$ cat src/common/mtx_pkg.sv
/*
  Shared constants and types for the mask-test / exclusive-OR / nibble-exchange / wait execution block.
  Assumes an 8-bit core whose decoder hands over opcode and fetched operand values.
*/
package mtx_pkg;

  // Operand and flag widths
  localparam int MTX_DATA_W = 8;

  // Flag bit positions inside the flags byte
  localparam int FLAG_C_POS = 7;
  localparam int FLAG_Z_POS = 6;
  localparam int FLAG_S_POS = 5;
  localparam int FLAG_V_POS = 4;
  localparam int FLAG_D_POS = 3;
  localparam int FLAG_H_POS = 2;

  // Opcodes, nibble exchange
  localparam logic [7:0] OPC_SWAP_R = 8'hF0;
  localparam logic [7:0] OPC_SWAP_IR = 8'hF1;
  // Opcodes, complement-mask test
  localparam logic [7:0] OPC_TCMASK_RR = 8'h62;
  localparam logic [7:0] OPC_TCMASK_RIR = 8'h63;
  localparam logic [7:0] OPC_TCMASK_LO = 8'h64;
  localparam logic [7:0] OPC_TCMASK_HI = 8'h66;
  // Opcodes, mask test
  localparam logic [7:0] OPC_TMASK_RR = 8'h72;
  localparam logic [7:0] OPC_TMASK_RIR = 8'h73;
  localparam logic [7:0] OPC_TMASK_LO = 8'h74;
  localparam logic [7:0] OPC_TMASK_HI = 8'h76;
  // Opcodes, exclusive OR
  localparam logic [7:0] OPC_XOR_RR = 8'hB2;
  localparam logic [7:0] OPC_XOR_RIR = 8'hB3;
  localparam logic [7:0] OPC_XOR_LO = 8'hB4;
  localparam logic [7:0] OPC_XOR_HI = 8'hB6;
  // Opcode, wait for interrupt
  localparam logic [7:0] OPC_WAIT_IRQ = 8'h3F;

  // Cycle counts
  localparam int CYC_SHORT = 4;
  localparam int CYC_LONG = 6;
  localparam int CYC_WAIT_UNIT = 4;
  localparam int MTX_CNT_W = 3;

  // Reset values
  localparam logic [7:0] MTX_BYTE_RST = 8'h00;

  // Kinds of operation handled here
  typedef enum logic [2:0] {
    op_none,
    op_swap,
    op_test_complement_under_mask,
    op_test_under_mask,
    op_xor,
    op_wait_for_interrupt_op
  } mtx_kind_type;

endpackage : mtx_pkg

$ cat src/mtx_alu.sv
/*
  Combinational result and flag logic for the executed operation.
  Assumes operands and incoming flags are held stable by the caller.
*/
`timescale 1ns/1ps
`default_nettype none
module mtx_alu
  import mtx_pkg::*;
#(
  parameter int DATA_W = MTX_DATA_W
)
(
  input wire mtx_kind_type kind,
  input wire logic [DATA_W-1:0] dst,
  input wire logic [DATA_W-1:0] src,
  input wire logic [7:0] flags_in,
  output logic [DATA_W-1:0] result,
  output logic [7:0] flags_new,
  output logic write_dst
);

  // Result, write-back and flag update per kind
  always_comb
  begin
    result = dst;
    write_dst = 1'b0;
    flags_new = flags_in;
    case (kind)
      op_swap:
      begin
        result = {dst[3:0], dst[7:4]};
        write_dst = 1'b1;
      end
      op_test_complement_under_mask: result = ~dst & src;
      op_test_under_mask: result = dst & src;
      op_xor:
      begin
        result = dst ^ src;
        write_dst = 1'b1;
      end
      default: result = dst;
    endcase
    if (kind == op_swap || kind == op_test_complement_under_mask || kind == op_test_under_mask || kind == op_xor)
    begin
      flags_new[FLAG_Z_POS] = (result == '0);
      flags_new[FLAG_S_POS] = result[DATA_W-1];
    end
    // Carry and overflow left as they were for the exchange
    if (kind == op_test_complement_under_mask || kind == op_test_under_mask || kind == op_xor)
    begin
      flags_new[FLAG_V_POS] = 1'b0;
    end
  end

endmodule : mtx_alu
`default_nettype wire

$ cat src/mtx_cycle_timer.sv
/*
  Down counter that times instruction cycles; reports when it has reached zero.
  Assumes load takes priority over counting.
*/
`timescale 1ns/1ps
`default_nettype none
module mtx_cycle_timer
  import mtx_pkg::*;
#(
  parameter int CNT_W = MTX_CNT_W
)
(
  input wire logic sys_clk,
  input wire logic rst_n,
  input wire logic load,
  input wire logic [CNT_W-1:0] load_val,
  output logic at_zero
);

  logic [CNT_W-1:0] cnt_q;

  // Load or count down, holding at zero
  always_ff @(posedge sys_clk)
  begin
    if (!rst_n)
      cnt_q <= '0;
    else if (load)
      cnt_q <= load_val;
    else if (cnt_q != '0)
      cnt_q <= cnt_q - 1'b1;
  end

  assign at_zero = (cnt_q == '0);

endmodule : mtx_cycle_timer
`default_nettype wire

$ cat src/mtx_exec.sv
/*
  Execution unit for nibble exchange, complement-mask test, mask test, exclusive OR and wait for interrupt.
  Assumes the decoder supplies fetched operand values and the register file accepts one write per completion.
*/
`timescale 1ns/1ps
`default_nettype none
// Operation
// - Opcode F1 exchanges the two nibbles of the indirectly addressed register in 4 cycles.
// - The exchange sets Z on a zero result and S from bit 7, keeps D and H, and F0 is its direct form.
// - The complement-mask test ANDs the inverted destination with the mask and writes no operand.
// - The complement-mask test clears V and keeps C, D and H.
// - The complement-mask test decodes 62 and 63 in 4 and 6 cycles and 64 to 66 in 6 cycles.
// - The mask test ANDs destination with mask and writes no operand.
// - The mask test decodes 72 and 73 in 4 and 6 cycles and 74 to 76 in 6 cycles.
// - Both tests and exclusive OR set Z on a zero 8-bit result and copy bit 7 to S.
// - The mask test and exclusive OR clear V and keep C, D and H.
// - Exclusive OR writes destination XOR source back, B2 in 4 cycles and B3 to B6 in 6 cycles.
// - Opcode 3F waits in whole multiples of 4 cycles until an interrupt and touches no flag.
// - While waiting, DMA may run and an internal or fast interrupt ends the wait.
module mtx_exec
  import mtx_pkg::*;
#(
  parameter int DATA_W = MTX_DATA_W
)
(
  input wire logic sys_clk,
  input wire logic rst_n,
  input wire logic op_valid,
  output logic op_ready,
  input wire logic [7:0] op_code,
  input wire logic [DATA_W-1:0] dst_val,
  input wire logic [DATA_W-1:0] src_val,
  input wire logic [7:0] flags_in,
  input wire logic irq_internal,
  input wire logic irq_fast,
  output logic busy,
  output logic waiting,
  output logic dma_allow,
  output logic done,
  output logic illegal_op,
  output logic dst_we,
  output logic [DATA_W-1:0] dst_data,
  output logic flags_we,
  output logic [7:0] flags_out
);

  localparam logic [MTX_CNT_W-1:0] LOAD_SHORT = MTX_CNT_W'(CYC_SHORT - 1);
  localparam logic [MTX_CNT_W-1:0] LOAD_LONG = MTX_CNT_W'(CYC_LONG - 1);
  localparam logic [MTX_CNT_W-1:0] LOAD_WAIT = MTX_CNT_W'(CYC_WAIT_UNIT - 1);

  typedef enum logic [1:0] {
    st_idle,
    st_exec,
    st_wait
  } mtx_state_type;

  mtx_state_type state_q;
  mtx_kind_type kind_q;
  mtx_kind_type dec_kind;
  logic [MTX_CNT_W-1:0] dec_load;
  logic [DATA_W-1:0] dst_q;
  logic [DATA_W-1:0] src_q;
  logic [7:0] flg_q;
  logic [DATA_W-1:0] alu_res;
  logic [7:0] alu_flags;
  logic alu_wr;
  logic accept;
  logic t_zero;
  logic t_load;
  logic wake_q;
  logic wake_now;
  logic finish;
  logic done_q;
  logic illegal_q;
  logic dst_we_q;
  logic [DATA_W-1:0] dst_data_q;
  logic flags_we_q;
  logic [7:0] flags_out_q;
  mtx_kind_type done_kind_q;

  // Opcode decode into kind and cycle budget
  always_comb
  begin
    dec_kind = op_none;
    dec_load = LOAD_LONG;
    case (op_code)
      OPC_SWAP_R, OPC_SWAP_IR:
      begin
        dec_kind = op_swap;
        dec_load = LOAD_SHORT;
      end
      OPC_TCMASK_RR:
      begin
        dec_kind = op_test_complement_under_mask;
        dec_load = LOAD_SHORT;
      end
      OPC_TMASK_RR:
      begin
        dec_kind = op_test_under_mask;
        dec_load = LOAD_SHORT;
      end
      OPC_XOR_RR:
      begin
        dec_kind = op_xor;
        dec_load = LOAD_SHORT;
      end
      OPC_WAIT_IRQ:
      begin
        dec_kind = op_wait_for_interrupt_op;
        dec_load = LOAD_WAIT;
      end
      default:
      begin
        if (op_code == OPC_TCMASK_RIR || (op_code >= OPC_TCMASK_LO && op_code <= OPC_TCMASK_HI))
          dec_kind = op_test_complement_under_mask;
        else if (op_code == OPC_TMASK_RIR || (op_code >= OPC_TMASK_LO && op_code <= OPC_TMASK_HI))
          dec_kind = op_test_under_mask;
        else if (op_code == OPC_XOR_RIR || (op_code >= OPC_XOR_LO && op_code <= OPC_XOR_HI))
          dec_kind = op_xor;
        else
          dec_kind = op_none;
      end
    endcase
  end

  // Handshake and status
  assign op_ready = (state_q == st_idle);
  assign accept = op_valid && op_ready;
  assign busy = (state_q != st_idle);
  assign waiting = (state_q == st_wait);
  assign dma_allow = (state_q == st_wait);
  assign wake_now = wake_q || irq_internal || irq_fast;
  assign finish = t_zero && ((state_q == st_exec) || (state_q == st_wait && wake_now));

  // Timer reload at start and at each empty 4-cycle quantum
  assign t_load = (accept && dec_kind != op_none) || (state_q == st_wait && t_zero && !wake_now);
  mtx_cycle_timer #(
    .CNT_W(MTX_CNT_W)
  ) u_timer (
    .sys_clk(sys_clk),
    .rst_n(rst_n),
    .load(t_load),
    .load_val(accept ? dec_load : LOAD_WAIT),
    .at_zero(t_zero)
  );

  mtx_alu #(
    .DATA_W(DATA_W)
  ) u_alu (
    .kind(kind_q),
    .dst(dst_q),
    .src(src_q),
    .flags_in(flg_q),
    .result(alu_res),
    .flags_new(alu_flags),
    .write_dst(alu_wr)
  );

  // Sequencer
  always_ff @(posedge sys_clk)
  begin
    if (!rst_n)
      state_q <= st_idle;
    else
      case (state_q)
        st_idle:
          if (accept && dec_kind == op_wait_for_interrupt_op)
            state_q <= st_wait;
          else if (accept && dec_kind != op_none)
            state_q <= st_exec;
        st_exec:
          if (t_zero)
            state_q <= st_idle;
        st_wait:
          if (t_zero && wake_now)
            state_q <= st_idle;
        default: state_q <= st_idle;
      endcase
  end

  // Operand capture on accept
  always_ff @(posedge sys_clk)
  begin
    if (!rst_n)
    begin
      kind_q <= op_none;
      dst_q <= '0;
      src_q <= '0;
      flg_q <= MTX_BYTE_RST;
    end
    else if (accept)
    begin
      kind_q <= dec_kind;
      dst_q <= dst_val;
      src_q <= src_val;
      flg_q <= flags_in;
    end
  end

  // Interrupt seen during the wait; set beats clear, and a new instruction drops any leftover
  always_ff @(posedge sys_clk)
  begin
    if (!rst_n)
      wake_q <= 1'b0;
    else if (state_q == st_wait && (irq_internal || irq_fast))
      wake_q <= 1'b1;
    else if (finish || accept)
      wake_q <= 1'b0;
  end

  // Commit of write-back and flags in one cycle
  always_ff @(posedge sys_clk)
  begin
    if (!rst_n)
    begin
      done_q <= 1'b0;
      dst_we_q <= 1'b0;
      flags_we_q <= 1'b0;
      dst_data_q <= '0;
      flags_out_q <= MTX_BYTE_RST;
      done_kind_q <= op_none;
    end
    else
    begin
      done_q <= finish;
      dst_we_q <= finish && alu_wr;
      flags_we_q <= finish && (kind_q != op_wait_for_interrupt_op);
      if (finish)
      begin
        dst_data_q <= alu_res;
        flags_out_q <= alu_flags;
        done_kind_q <= kind_q;
      end
    end
  end

  // Unknown opcode report
  always_ff @(posedge sys_clk)
  begin
    if (!rst_n)
      illegal_q <= 1'b0;
    else
      illegal_q <= accept && (dec_kind == op_none);
  end

  assign done = done_q;
  assign illegal_op = illegal_q;
  assign dst_we = dst_we_q;
  assign dst_data = dst_data_q;
  assign flags_we = flags_we_q;
  assign flags_out = flags_out_q;

  // Helper logic for the checks below
  logic [15:0] wait_len_q;
  logic [DATA_W-1:0] chk_dst_q;
  logic [DATA_W-1:0] chk_src_q;
  logic [7:0] chk_flg_q;
  always_ff @(posedge sys_clk)
  begin
    if (!rst_n)
      wait_len_q <= '0;
    else if (accept)
      wait_len_q <= '0;
    else if (state_q == st_wait)
      wait_len_q <= wait_len_q + 16'h0001;
  end
  always_ff @(posedge sys_clk)
  begin
    if (!rst_n)
    begin
      chk_dst_q <= '0;
      chk_src_q <= '0;
      chk_flg_q <= MTX_BYTE_RST;
    end
    else if (finish)
    begin
      chk_dst_q <= dst_q;
      chk_src_q <= src_q;
      chk_flg_q <= flg_q;
    end
  end
endmodule : mtx_exec
`default_nettype wire

$ cat config.mk
export PLATFORM = sky130hd
export DESIGN_NAME = mtx_exec
export DESIGN_NICKNAME = d
export VERILOG_FILES = /design/src/common/mtx_pkg.sv /design/src/mtx_alu.sv /design/src/mtx_cycle_timer.sv /design/src/mtx_exec.sv
export SDC_FILE = /design/constraint.sdc
export NUM_CORES = 1
export LEC_CHECK = 0
export BUFFER_PORTS_ARGS = -buffer_cell sky130_fd_sc_hd__buf_2
export CAP_MARGIN = 20
export CELL_PAD_IN_SITES_DETAIL_PLACEMENT = 0
export CELL_PAD_IN_SITES_GLOBAL_PLACEMENT = 1
export CORE_ASPECT_RATIO = 0.8
export CORE_UTILIZATION = 40
export CTS_BUF_LIST = sky130_fd_sc_hd__clkbuf_8
export CTS_CLUSTER_SIZE = 16
export DETAILED_ROUTE_END_ITERATION = 12
export GPL_TIMING_DRIVEN = 0
export PLACE_DENSITY_LB_ADDON = 0.2
export SLEW_MARGIN = 20
export SYNTH_ARGS = -nofsm -noshare
export SYNTH_HDL_FRONTEND = slang
export SYNTH_HIERARCHICAL = 1
export SYNTH_SLANG_ARGS = --single-unit
$ cat constraint.sdc
create_clock -name sys_clk -period 2.41 [get_ports sys_clk]
set_input_delay 0.482 -clock sys_clk [delete_from_list [all_inputs] [get_ports sys_clk]]
set_output_delay 0.482 -clock sys_clk [all_outputs]
set_load 0.02 [all_outputs]
### Yosys cells after proc, flatten, opt, wreduce, memory -nomap -nowiden

Index checks and enable logic that the tools add are counted.

* output and inout port bits: 24
* flip-flop bits (word level): 53
* word-level logic and storage cells: 106

* bitwise logic cells: 4
* equal/unequal tests: 20
* multiplexer cells: 19
* magnitude comparators: 6
* reduce and logical (&&, ||, !) cells: 43
* add/subtract/negate cells: 1

Operators by type and width (count)
* equality test 8 x 7 -> 1 bit (second input constant): 4
* equality test 8 bit (second input constant): 4
* case mux 8 bit (4 select lines): 1
* two-way mux 3 bit: 7
* AND 8 bit: 2
* greater-or-equal comparator 8 x 7 -> 1 bit (second input constant): 2
* <= comparator 8 x 7 -> 1 bit (second input constant): 2
* logical AND 1 bit: 15
* case mux 3 bit (5 select lines): 1
* logical OR 1 bit: 14
* two-way mux 2 bit: 5
* equality test 8 x 6 -> 1 bit (second input constant): 1
* greater-or-equal comparator 8 bit (second input constant): 1
* <= comparator 8 bit (second input constant): 1
* logical NOT 8 bit: 1
* NOT 8 bit: 1
* bitwise XOR 8 bit: 1
* equality test 3 x 2 -> 1 bit (second input constant): 2
* equality test 3 bit (second input constant): 2
* logical NOT 3 bit: 2
* case mux 2 bit (3 select lines): 1
* nonzero test 2 bit: 3
* nonzero test 3 bit: 2
* OR reduction 6 bit: 1
* 13 further kinds: 17

### Logic depth before layout (Yosys ltp)

Gate-level depths: netlist of run 1.

* depth after elaboration: 12
* mapped depth: 10
* gate-level depth less buffers: 8

### Modules after synthesis

The synthesis of run 1 kept the hierarchy.

By module, submodules not included
* mtx_exec: cells each 267, area each 2245.9 um2, instances 1, sequential area each 1001.0 um2
* mtx_alu: cells each 104, area each 778.2 um2, instances 1, sequential area each 0.0 um2
* mtx_cycle_timer: cells each 22, area each 205.2 um2, instances 1, sequential area each 60.1 um2

### Least setup slack after synthesis of run 1

No wires, ideal clock.

* kind: input -> register
* start point: input op_valid
* end point: register u_timer.cnt_q[0]
* cell stages on the path: 8
* data arrival time: 1911 ps
* buffers on the path: 2
* slack: 387 ps
* library setup time: 112 ps
* path through: or3b_2 > clkbuf_1 > buf_2 > nor2_1 > a22oi_1 > nand3_1 > nor2b_1 > a2111oi_1

* longest elaborated chain between the ends: 4

RTL lines
* start, declared: line mtx_exec.sv:28 `input wire logic op_valid,`
* logical AND 1 bit *: line mtx_exec.sv:128 `assign accept = op_valid && op_ready;`
* logical AND 1 bit *: line mtx_exec.sv:136 `assign t_load = (accept && dec_kind != op_none) || (state_q == st_wait && t_zero && !wake_now);`
* logical OR 1 bit *: line mtx_exec.sv:136
* net t_load: line mtx_exec.sv:69 `logic t_load;`
* two-way mux 3 bit or nonzero test 2 bit (tied branches)
* end signal, assigned: line mtx_cycle_timer.sv:28 `cnt_q <= load_val;`
* end signal, assigned: line mtx_cycle_timer.sv:30 `cnt_q <= cnt_q - 1'b1;`
* end, declared: line mtx_cycle_timer.sv:20 `logic [CNT_W-1:0] cnt_q;`

Mark *: on every way through the listed nets, which the timed path passes. The rest lies on a longest branch.
A chain may end at the register's enable or synchronous reset.

### Worst setup path in the final report of run 1

* start point: register u_timer.cnt_q[0]
* end point: register u_timer.cnt_q[1]

* longest elaborated chain between the ends: 5

RTL lines
* logical NOT 3 bit *: line mtx_cycle_timer.sv:33 `assign at_zero = (cnt_q == '0);`
* net t_zero: line mtx_exec.sv:68 `logic t_zero;`
* logical AND 1 bit * (2 in a row): line mtx_exec.sv:136
* logical OR 1 bit *: line mtx_exec.sv:136
* net t_load: line mtx_exec.sv:69
* two-way mux 3 bit or nonzero test 2 bit (tied branches)

Mark *: on every way through the listed nets, which the timed path passes. The rest lies on a longest branch. The select of a mux whose other input is x is not followed.

==> results of run 1 <==
sequential cells by signal (all words and copies together) (netlist names):
name,cells
done,1
dst_data,8
dst_q,8
dst_we,1
flags_out,8
flags_we,1
flg_q,8
illegal_op,1
kind_q,3
src_q,8
state_q,2
u_timer/cnt_q,3
wake_q,1
worst max-delay path by stage:
stage | from | to | cells past startpoint
floorplan | op_valid | u_timer/cnt_q[0]$_SDFFE_PN0P_ | 8
global placement | u_timer/cnt_q[0]$_SDFFE_PN0P_ | u_timer/cnt_q[0]$_SDFFE_PN0P_ | 10
detailed placement | u_timer/cnt_q[0]$_SDFFE_PN0P_ | u_timer/cnt_q[0]$_SDFFE_PN0P_ | 10
CTS | u_timer/cnt_q[0]$_SDFFE_PN0P_ | u_timer/cnt_q[1]$_SDFFE_PN0P_ | 9
global route | u_timer/cnt_q[0]$_SDFFE_PN0P_ | u_timer/cnt_q[1]$_SDFFE_PN0P_ | 9
finish | u_timer/cnt_q[0]$_SDFFE_PN0P_ | u_timer/cnt_q[1]$_SDFFE_PN0P_ | 9
critical path, delay by kind of cell, from the launching register on:
kind,cells,cell delay [ps]
AND/OR/NAND/NOR,4,700
buffers and inverters,3,500
flip-flops,1,360
AO/OA/AOI/OAI,1,300
adder cells (fa/ha/maj),1,240
cell type report:
type,instances,area (um2),area share [%]
Inverter,9,37.5,0.992
Clock buffer,5,68.8,1.82
Clock inverter,3,26.3,0.695
Timing Repair inverter,1,5.00,0.132
Buffer,35,215,5.69
Sequential cell,53,1060,28.1
Tap cell,105,131,3.47
Multi-Input combinational cell,295,1920,50.9
Timing Repair Buffer,61,313,8.27
metal layers:
metal	wire, um	up-vias
li1	-	1528
met1	4430	1414
met2	3710	80
met3	379	4
met4	46	0
met5	0	-
cells by family after synthesis:
logic type	synth area share, %
other	0.116
DFF	32.9
muxes	2.79
adders and majority gates	0.775
and+or+nand+nor	27.7
AOI/OAI and AO/OA	26.7
xor gates and xnor gates	1.36
buffers and inverters	7.79
power groups by stage:
| stage | logic, mW | clock network, mW | registers, mW |
|---|---|---|---|
| after floorplan | 0.367 | 0 | 0.983 |
| after global placement | 0.536 | 0 | 0.991 |
| after detailed placement | 0.545 | 0 | 0.993 |
| after CTS | 0.542 | 0.546 | 0.973 |
| after global routing | 0.706 | 0.579 | 0.982 |
| final | 0.629 | 0.534 | 0.974 |
layout by cell type (no fill, tap or decap), drive strengths merged, types with 3 or more instances in the layout:
cell type  count
or3b           3
clkinvlp       4
a22oi          9
and3          18
and2           3
or2            4
nand3         11
inv            9
buf           83
nand2b         7
xnor2          5
nor2b         19
a2111oi        3
o221ai         7
nand3b         3
nor3           3
a21oi         36
clkbuf        18
o211ai         3
o21ai          6
a21o           3
a21boi        16
nor4b          4
nand2         63
dfxtp         53
nor3b          4
nor4           3
o21a          16
nor2           9
mux2i          9
a31oi          4
stage by stage:
step           utilization [%]  cell area (um2)
2_1_floorplan                -             3230
3_3_place_gp              48.0             3650
3_5_place_dp              48.0             3650
4_1_cts                   49.2             3740
5_1_grt                   49.8             3780
6_report                  49.8             3780
what timing repair did:
action                     in CTS  in global routing
hold buffers                    0                  0
buffers inserted                0                  3
resized for setup               1                  3
gates cloned                    0                  1
setup endpoints to repair       3                  2
==> metrics.txt, run 1 <==
worst setup margin=194 ps; gpl congestion=0.823; P_sw=744 uW; worst reg2reg path startpoint=u_timer/cnt_q[0]$_SDFFE_PN0P_; fin cells=567; Hold Slack=395 ps; Max Cap Viol=0; area share of the largest cell type after synthesis=32.9%; Die W=102 um; Clk Tree Root Cell=clkbuf_8; RSZ-0062 raised after global routing=false; Die H=82.4 um; DRT antenna net count=0; Max Root-Sink Buffers=2; htree depth=2; initial antenna violation count=0; Cell Chain, Critical Path=inv_1 -> ha_1 -> nand2b_2 -> clkinvlp_4 -> clkbuf_2 -> nand3_1 -> nand3_2 -> nor2b_2 -> a2111oi_1; Buffers on Ports=58; largest net degree at the start of global routing=19; max-slew violations=0; Top Ports=61; fill cell count=816; Post-Syn Area=3230 um2; gr ovfl total=0; CTS tree=done; WS Path Type=flop to flop; global-route wire length before repair=14.0 mm; Fmax=451 MHz; GR Util met1=31.2%; GRT Max-Usage Layer=met2; #FFs+latches synth=53; Switching Fraction=34.8%; worst-case vdd ir drop=0.259 mV; dpl ws=-238 ps; Max-slew headroom=55.7%; setup TNS=0 ps; CP endpoint kind=flop; Final period util=92.0%; DRT Wirelength=8.57 mm; Syn Inst Count=393; met3 usage=2.95%; Initial DRC Count=107; DRC Markers=0; most common cell in the netlist=nand2_1; Critical Path Source Type=flop; row count=28; WHS Endpoint=flg_q[0]$_SDFFE_PN0P_; net count after synthesis=432; clock share of power=25.0%; Worst Reg2Reg Path Length in Cells=9; Worst EP required=2610 ps; post-synth cell types=63; GRT Util Overall=21.5%; leakage=1.62 nW; Tmin final=2220 ps; hold path start=flags_in[0]; EDFF count, synth=0; DP HPWL=6.40 mm; synth warn=6; worst hold path type=input pin to flop; Seq/Total Area, Yosys=32.9%; Synth top cells by count=63 x nand2_1, 53 x dfxtp_1, 36 x a21oi_1; Area Overhead vs Synth=17.1%; vias in the first global route=2,799; Max stage delay on crit path=360 ps; Clock Sinks=53; pwr/cell area=565 nW/um2; Pint=1.39 mW; Slew @ Worst Pin=662 ps; final hold vios=0; Max Fanout on Critical Path=10; status=finished, final reports clean; total design power=2.14 mW; Initial Util=42.5%; R2R setup slack=190 ps; share of cells above drive strength 1=25.1%; Gate power share=29.4%; prevailing post-synth register cell=dfxtp_1; Reg power frac=45.6%; CTS buffer count=5; worst hold path depth=3; wire per inst=15.1 um; Pre-Repair DR Iteration Count=4; Core Area=7600 um2; Reg clk slew, reported paths=110 ps; mean post-synth cell area=8.22 um2; RR Endpoint=u_timer/cnt_q[1]$_SDFFE_PN0P_; met2 usage=34.0%; Layout Nets=500; Post-Route Skew=9.47 ps; vias=3,026; CP max-delay cell=dfxtp_1; Placed Instances=556; Worst EP arrival=2420 ps; Synth area leader=dfxtp_1; n_diodes=0; Post-synth ARST share=0%; worst skew pair latency=310 ps; final setup vio count=0; leading post-synthesis cells by cell area=dfxtp_1 33%, nand2_1 7.3%, a21oi_1 5.6%; Die Area=8440 um2; Vias/cell=5.34
No activity file was read; power rests on OpenSTA's default activity.
==> run 2: changes to the inputs <==
--- a/config.mk
+++ b/config.mk
@@ -14,7 +14,6 @@
 export CTS_BUF_LIST = sky130_fd_sc_hd__clkbuf_8
 export CTS_CLUSTER_SIZE = 16
 export DETAILED_ROUTE_END_ITERATION = 12
-export GPL_TIMING_DRIVEN = 0
 export PLACE_DENSITY_LB_ADDON = 0.2
 export SLEW_MARGIN = 20
 export SYNTH_ARGS = -nofsm -noshare
==> run 2 against run 1 <==
Non-clock buffer count shrank 21; clock skew grew 4.0 ps; sequential share of layout area grew 0.76 points; routed wire length shrank 10%; register-to-register slack gained 150 ps; global-route usage shrank 2.3 points; first-iteration DRC count shrank 5.6%; hold slack lost 14 ps; highest routed layer unchanged; setup slack gained 150 ps; count of clock-buffer cells in the layout is the same; sequential power is essentially flat; largest cell class unchanged; critical endpoint is now flags_out[6]$_SDFFE_PN0P_.
==> metrics.txt, run 2 (same netlist as run 1, synthesis figures left out) <==
Max Fanout on Critical Path=12 (+2); commonest cells after routing, fill and taps aside=63 x nand2_1, 60 x buf_2, 53 x dfxtp_1, 36 x a21oi_1, 18 x and3_1; leakage=1.57 nW (-2.8%); vias=2,849 (-5.8%); fin cells=545 (-3.9%); P_sw=676 uW (-9.2%); Reg power frac=46.0% (+0.4 points); Pre-Repair DR Iteration Count=4 (unchanged); Final Cell Area=3680 um2 (-2.6%); vias in the first global route=2,685 (-4.1%); WS Path Type=flop to flop; CP endpoint kind=flop; gpl congestion=0.833 (+1.2%); dpl ws=171 ps (+409 ps); GRT Util Overall=19.2% (-2.3 points); Final period util=85.9% (-6.0 points); Top Ports=61 (unchanged); CTS tree=done; share of cells above drive strength 1=23.4% (-1.7 points); global-route wire length before repair=12.6 mm (-10%); Worst EP required=2670 ps (+60 ps); initial antenna violation count=0 (unchanged); Initial Util=42.5% (unchanged); row count=28 (unchanged); Cell Chain, Critical Path=buf_4 -> o21ai_4 -> nand2_1 -> a22oi_2 -> o221ai_2 -> nor4_1 -> a22o_1 -> and3_1 -> o21a_1; Max-slew headroom=52.9% (-2.8 points); worst setup margin=339 ps (+145 ps); worst-case vdd ir drop=0.291 mV (+12%); Post-CTS Setup Inserts=0 (unchanged); commonest non-fill, non-tap cell in the layout=nand2_1; pwr/cell area=574 nW/um2 (+1.6%); final hold vios=0 (unchanged); wire per inst=14.1 um (-6.9%); final setup vio count=0 (unchanged); Hold Slack=381 ps (-13.9 ps); Initial DRC Count=101 (-5.6%); Reg clk slew, reported paths=110 ps (about the same); CTS buffer count=5 (unchanged); Max Root-Sink Buffers=2 (unchanged); Buffers on Ports=60 (+3.4%); Fmax=483 MHz (+7.0%); DRC Markers=0 (unchanged); Max Cap Viol=0 (unchanged); Slew @ Worst Pin=704 ps (+41.7 ps); status=finished, final reports clean; Die H=82.4 um (unchanged); Tmin final=2070 ps (-145 ps); Placed Instances=537 (-3.4%); Die W=102 um (unchanged); Clock Sinks=53 (unchanged); Post-DP Area=3560 um2 (-2.6%); Gate power share=23.4% (-6.0 points); worst skew pair latency=320 ps (about the same); fill cell count=803 (-1.6%); setup TNS=0 ps (unchanged); Layout Nets=478 (-4.4%); Max stage delay on crit path=420 ps (+60 ps); Core Area=7600 um2 (unchanged); RSZ-0062 raised after global routing=false; DRT Wirelength=7.67 mm (-10%); gr ovfl total=0 (unchanged); DP HPWL=5.57 mm (-13%); clock share of power=30.6% (+5.6 points); CP max-delay cell=dfxtp_1; Critical Path Source Type=flop; Clk Tree Root Cell=clkbuf_8; htree depth=2 (unchanged); Area Overhead vs Synth=14.0%; Pint=1.44 mW (+3.2%); max-slew violations=0 (unchanged); Worst EP arrival=2330 ps (-90 ps); Die Area=8440 um2 (unchanged); Switching Fraction=32.0% (-2.8 points); n_diodes=0 (unchanged); CTS Hold Buffers Added=0 (unchanged); Post-CTS Resized=0 (-1); Post-Route Skew=13.5 ps (+3.98 ps); Vias/cell=5.23 (-2.0%); largest net degree at the start of global routing=35 (+16); DRT antenna net count=0 (unchanged); worst hold path type=input pin to flop
## run 2: cell types whose count changed in the layout (fill, tap and decap cells not counted), sizes merged
cell	delta
bufinv	+1
clkbuf	-13
clkinvlp	-4
buf	-8
inv	+1
clkinv	+1
## run 2: final timing paths
path	startpoint	end	slack, ps	depth (start not counted)
max	kind_q[1]$_SDFFE_PN0P_	flags_out[6]$_SDFFE_PN0P_	340	9
min	flags_in[5]	flg_q[5]$_SDFFE_PN0P_	380	3
max reg2reg	kind_q[1]$_SDFFE_PN0P_	flags_out[6]$_SDFFE_PN0P_	340	9
min reg2reg	flg_q[7]$_SDFFE_PN0P_	flg_q[7]$_SDFFE_PN0P_	450	2
## run 2: power groups by stage
stage               combinational, mW  clock [mW]  sequential (mW)
floorplan                       0.367           0            0.983
global placement                0.490           0            0.992
detailed placement              0.496           0            0.992
CTS                             0.501       0.660            0.972
global route                    0.555       0.698            0.981
finish                          0.495       0.646            0.972
## run 2: area by class of cell
cell class / instances / area, um2 / area share, %
Clock buffer: 5 / 68.8 / 1.87
Clock inverter: 3 / 50.0 / 1.36
Inverter: 9 / 33.8 / 0.917
Multi-Input combinational cell: 295 / 1920 / 52.3
Sequential cell: 53 / 1060 / 28.8
Tap cell: 105 / 131 / 3.57
Timing Repair Buffer: 75 / 413 / 11.2
## run 2: critical path: cells and delay by family (launching register included)
kind                   cells  cell delay [ps]
and+or+nand+nor            3              550
DFF                        1              420
buffers and inverters      1              240
AOI/OAI and AO/OA          5              790
## run 2: through the flow
step / util (%) / total power [mW]
2_1_floorplan: - / 1.35
3_5_place_dp: 46.8 / 1.49
5_1_grt: 48.4 / 2.24
4_1_cts: 48.3 / 2.13
3_3_place_gp: 46.8 / 1.48
6_report: 48.4 / 2.11
## run 2: routing by layer
metal / vias to the layer above / wire length (um) / track usage (%)
met4: 0 / 82 / 5.57
met5: - / 0 / 0
met2: 51 / 3270 / 30.9
met1: 1310 / 4050 / 26.3
li1: 1482 / - / -
met3: 6 / 273 / 3.37
==> run 3: changes to the inputs <==
--- a/config.mk
+++ b/config.mk
@@ -15,6 +15,7 @@
 export CTS_CLUSTER_SIZE = 16
 export DETAILED_ROUTE_END_ITERATION = 12
 export PLACE_DENSITY_LB_ADDON = 0.2
+export SETUP_SLACK_MARGIN = 0.4
 export SLEW_MARGIN = 20
 export SYNTH_ARGS = -nofsm -noshare
 export SYNTH_HDL_FRONTEND = slang
==> constraint.sdc (replaced) <==
create_clock -name sys_clk -period 2.2 [get_ports sys_clk]
set_input_delay 0.44 -clock sys_clk [delete_from_list [all_inputs] [get_ports sys_clk]]
set_output_delay 0.44 -clock sys_clk [all_outputs]
set_load 0.02 [all_outputs]
==> run 3 against run 2 <==
Core utilization up 2.9 points; hold slack got worse by 22 ps; non-clock buffer count is 12 higher; die area stayed put; flip-flop and latch count did not move; sequential power increased by 10%; routed wire length up 6.9%; via count is 4.5% higher; first-iteration DRC count grew 15%; global-route usage up 1.1 points; register-to-register slack improved by 30 ps; largest cell class unchanged.
==> metrics.txt, run 3 (same netlist as run 1, synthesis figures left out) <==
status=finished, final reports clean; final hold vios=0 (unchanged); Worst EP required=2460 ps (-210 ps); vias=2,977 (+4.5%); worst hold path depth=3 (unchanged); hold path start=src_val[5]; largest net degree at the start of global routing=36 (+2.9%); CP endpoint kind=flop; RR Endpoint=flags_out[6]$_SDFFE_PN0P_; CTS buffer count=5 (unchanged); leakage=1.66 nW (+5.4%); DP HPWL=5.64 mm (+1.3%); global-route wire length before repair=13.4 mm (+6.2%); Initial DRC Count=116 (+15%); initial antenna violation count=0 (unchanged); Pre-Repair DR Iteration Count=4 (unchanged); Tmin final=1830 ps (-236 ps); worst setup margin=365 ps (+26.3 ps); Top Ports=61 (unchanged); met3 usage=3.70% (+0.34 points); Final Cell Area=3900 um2 (+5.9%); met2 usage=32.1% (+1.2 points); final setup vio count=0 (unchanged); Die W=102 um (unchanged); GRT Util Overall=20.3% (+1.1 points); Post-DP Area=3600 um2 (+1.2%); R2R setup slack=370 ps (+30 ps); Worst EP arrival=2100 ps (-230 ps); Layout Nets=490 (+2.5%); vias in the first global route=2,745 (+2.2%); Die Area=8440 um2 (unchanged); worst reg2reg path startpoint=kind_q[0]$_SDFFE_PN0P_; DRT Wirelength=8.20 mm (+6.9%); Max Root-Sink Buffers=2 (unchanged); Fmax=545 MHz (+13%); commonest cells after routing, fill and taps aside=63 x nand2_1, 60 x buf_2, 48 x dfxtp_1, 36 x a21oi_1, 22 x buf_4; GR Util met1=28.9% (+2.7 points); Worst Reg2Reg Path Length in Cells=9 (unchanged); DRT antenna net count=0 (unchanged); Hold Slack=359 ps (-21.7 ps); Reg clk slew, reported paths=100 ps (about the same); Final period util=83.4% (-2.5 points); Initial Util=42.5% (unchanged); Vias/cell=5.34 (+2.2%); Area Overhead vs Synth=20.8%; Critical Path Source Type=flop; commonest non-fill, non-tap cell in the layout=nand2_1; Buffers on Ports=60 (unchanged); gr ovfl total=0 (unchanged); worst-case vdd ir drop=0.253 mV (-13%); Die H=82.4 um (unchanged); Max Fanout on Critical Path=6 (-6); Post-Route Skew=6.12 ps (-7.34 ps); pwr/cell area=580 nW/um2 (+1.0%); DRC Markers=0 (unchanged); Core Area=7600 um2 (unchanged); WS Path Type=flop to flop; share of cells above drive strength 1=30.3% (+6.9 points); wire per inst=14.7 um (+4.6%); max-slew violations=0 (unchanged); setup TNS=0 ps (unchanged); GRT Max-Usage Layer=met2; CTS Hold Buffers Added=0 (unchanged); dpl ws=98.4 ps (-73.0 ps); Clock Sinks=53 (unchanged); Finished Core Util=51.3% (+2.9 points); Max Cap Viol=0 (unchanged); row count=28 (unchanged); CTS tree=done; gpl congestion=0.822 (-1.4%); n_diodes=0 (unchanged); worst skew pair latency=310 ps (about the same); Clk Tree Root Cell=clkbuf_8; htree depth=2 (unchanged); RSZ-0062 raised after global routing=true; worst hold path type=input pin to flop; WHS Endpoint=src_q[5]$_SDFFE_PN0P_
==> run 3: cell types whose count changed in the layout (fill, tap and decap cells not counted), moves of 3 or more <==
cell / previous run / this run
dfxtp_1: 53 / 48
a22oi_2: 3 / 6
a22oi_1: 6 / 3
buf_4: 15 / 22
nor4b_1: 4 / 1
o21ai_2: 0 / 3
nor4b_2: 0 / 3
dfxtp_2: 0 / 3
==> run 3: how the worst max path moves through the flow <==
stage | startpoint | to | slack [ps] | cells after the start
global route | kind_q[0]$_SDFFE_PN0P_ | flags_out[6]$_SDFFE_PN0P_ | 250 | 9
finish | kind_q[0]$_SDFFE_PN0P_ | flags_out[6]$_SDFFE_PN0P_ | 370 | 9
detailed placement | op_code[6] | u_timer/cnt_q[1]$_SDFFE_PN0P_ | 100 | 7
CTS | kind_q[0]$_SDFFE_PN0P_ | flags_out[6]$_SDFFE_PN0P_ | 350 | 9
floorplan | op_code[2] | u_timer/cnt_q[1]$_SDFFE_PN0P_ | 370 | 7
global placement | op_code[7] | u_timer/cnt_q[1]$_SDFFE_PN0P_ | 120 | 6
==> run 3: critical path: stages, from the launching register on <==
cell and delay [ps]:
dfxtp_4 380, buf_12 130, o21ai_4 210, nand2_1 100
a22oi_2 160, o221ai_2 130, nor4_2 290, a22o_1 150
and3_1 130, o21a_1 100
==> run 3: cell type report <==
type | count | area [um2]
clock buffer | 5 | 68.8
clock inverter | 3 | 18.8
fill | 758 | 3700
inverter | 9 | 33.8
multi-input combinational | 295 | 2020
sequential | 53 | 1070
tap | 105 | 131
timing repair buffer | 87 | 561
==> run 3: per-layer routing <==
metal / wire [um] / vias to the layer above
met5: 0 / -
met4: 45 / 0
met3: 353 / 5
met2: 3660 / 72
met1: 4140 / 1395
li1: - / 1505
==> run 3: stage by stage <==
stage	std cells	power, mW
floorplan	393	1.51
global placement	537	1.64
detailed placement	537	1.64
CTS	555	2.21
global route	557	2.40
finish	557	2.26
==> run 3: report_power, final <==
part	internal (mW)	switching, mW	total (mW)
sequential	1.01	0.0584	1.07
combinational	0.266	0.366	0.632
clock	0.221	0.337	0.558
total	1.50	0.761	2.26
==> run 3: what timing repair did <==
| item | 4_1_cts | 5_1_grt |
|---|---|---|
| setup endpoints to repair | 2 | 5 |
| gates cloned | 1 | 0 |
| pin swaps | 7 | 2 |
| buffers inserted | 9 | 2 |
| resized for setup | 17 | 9 |
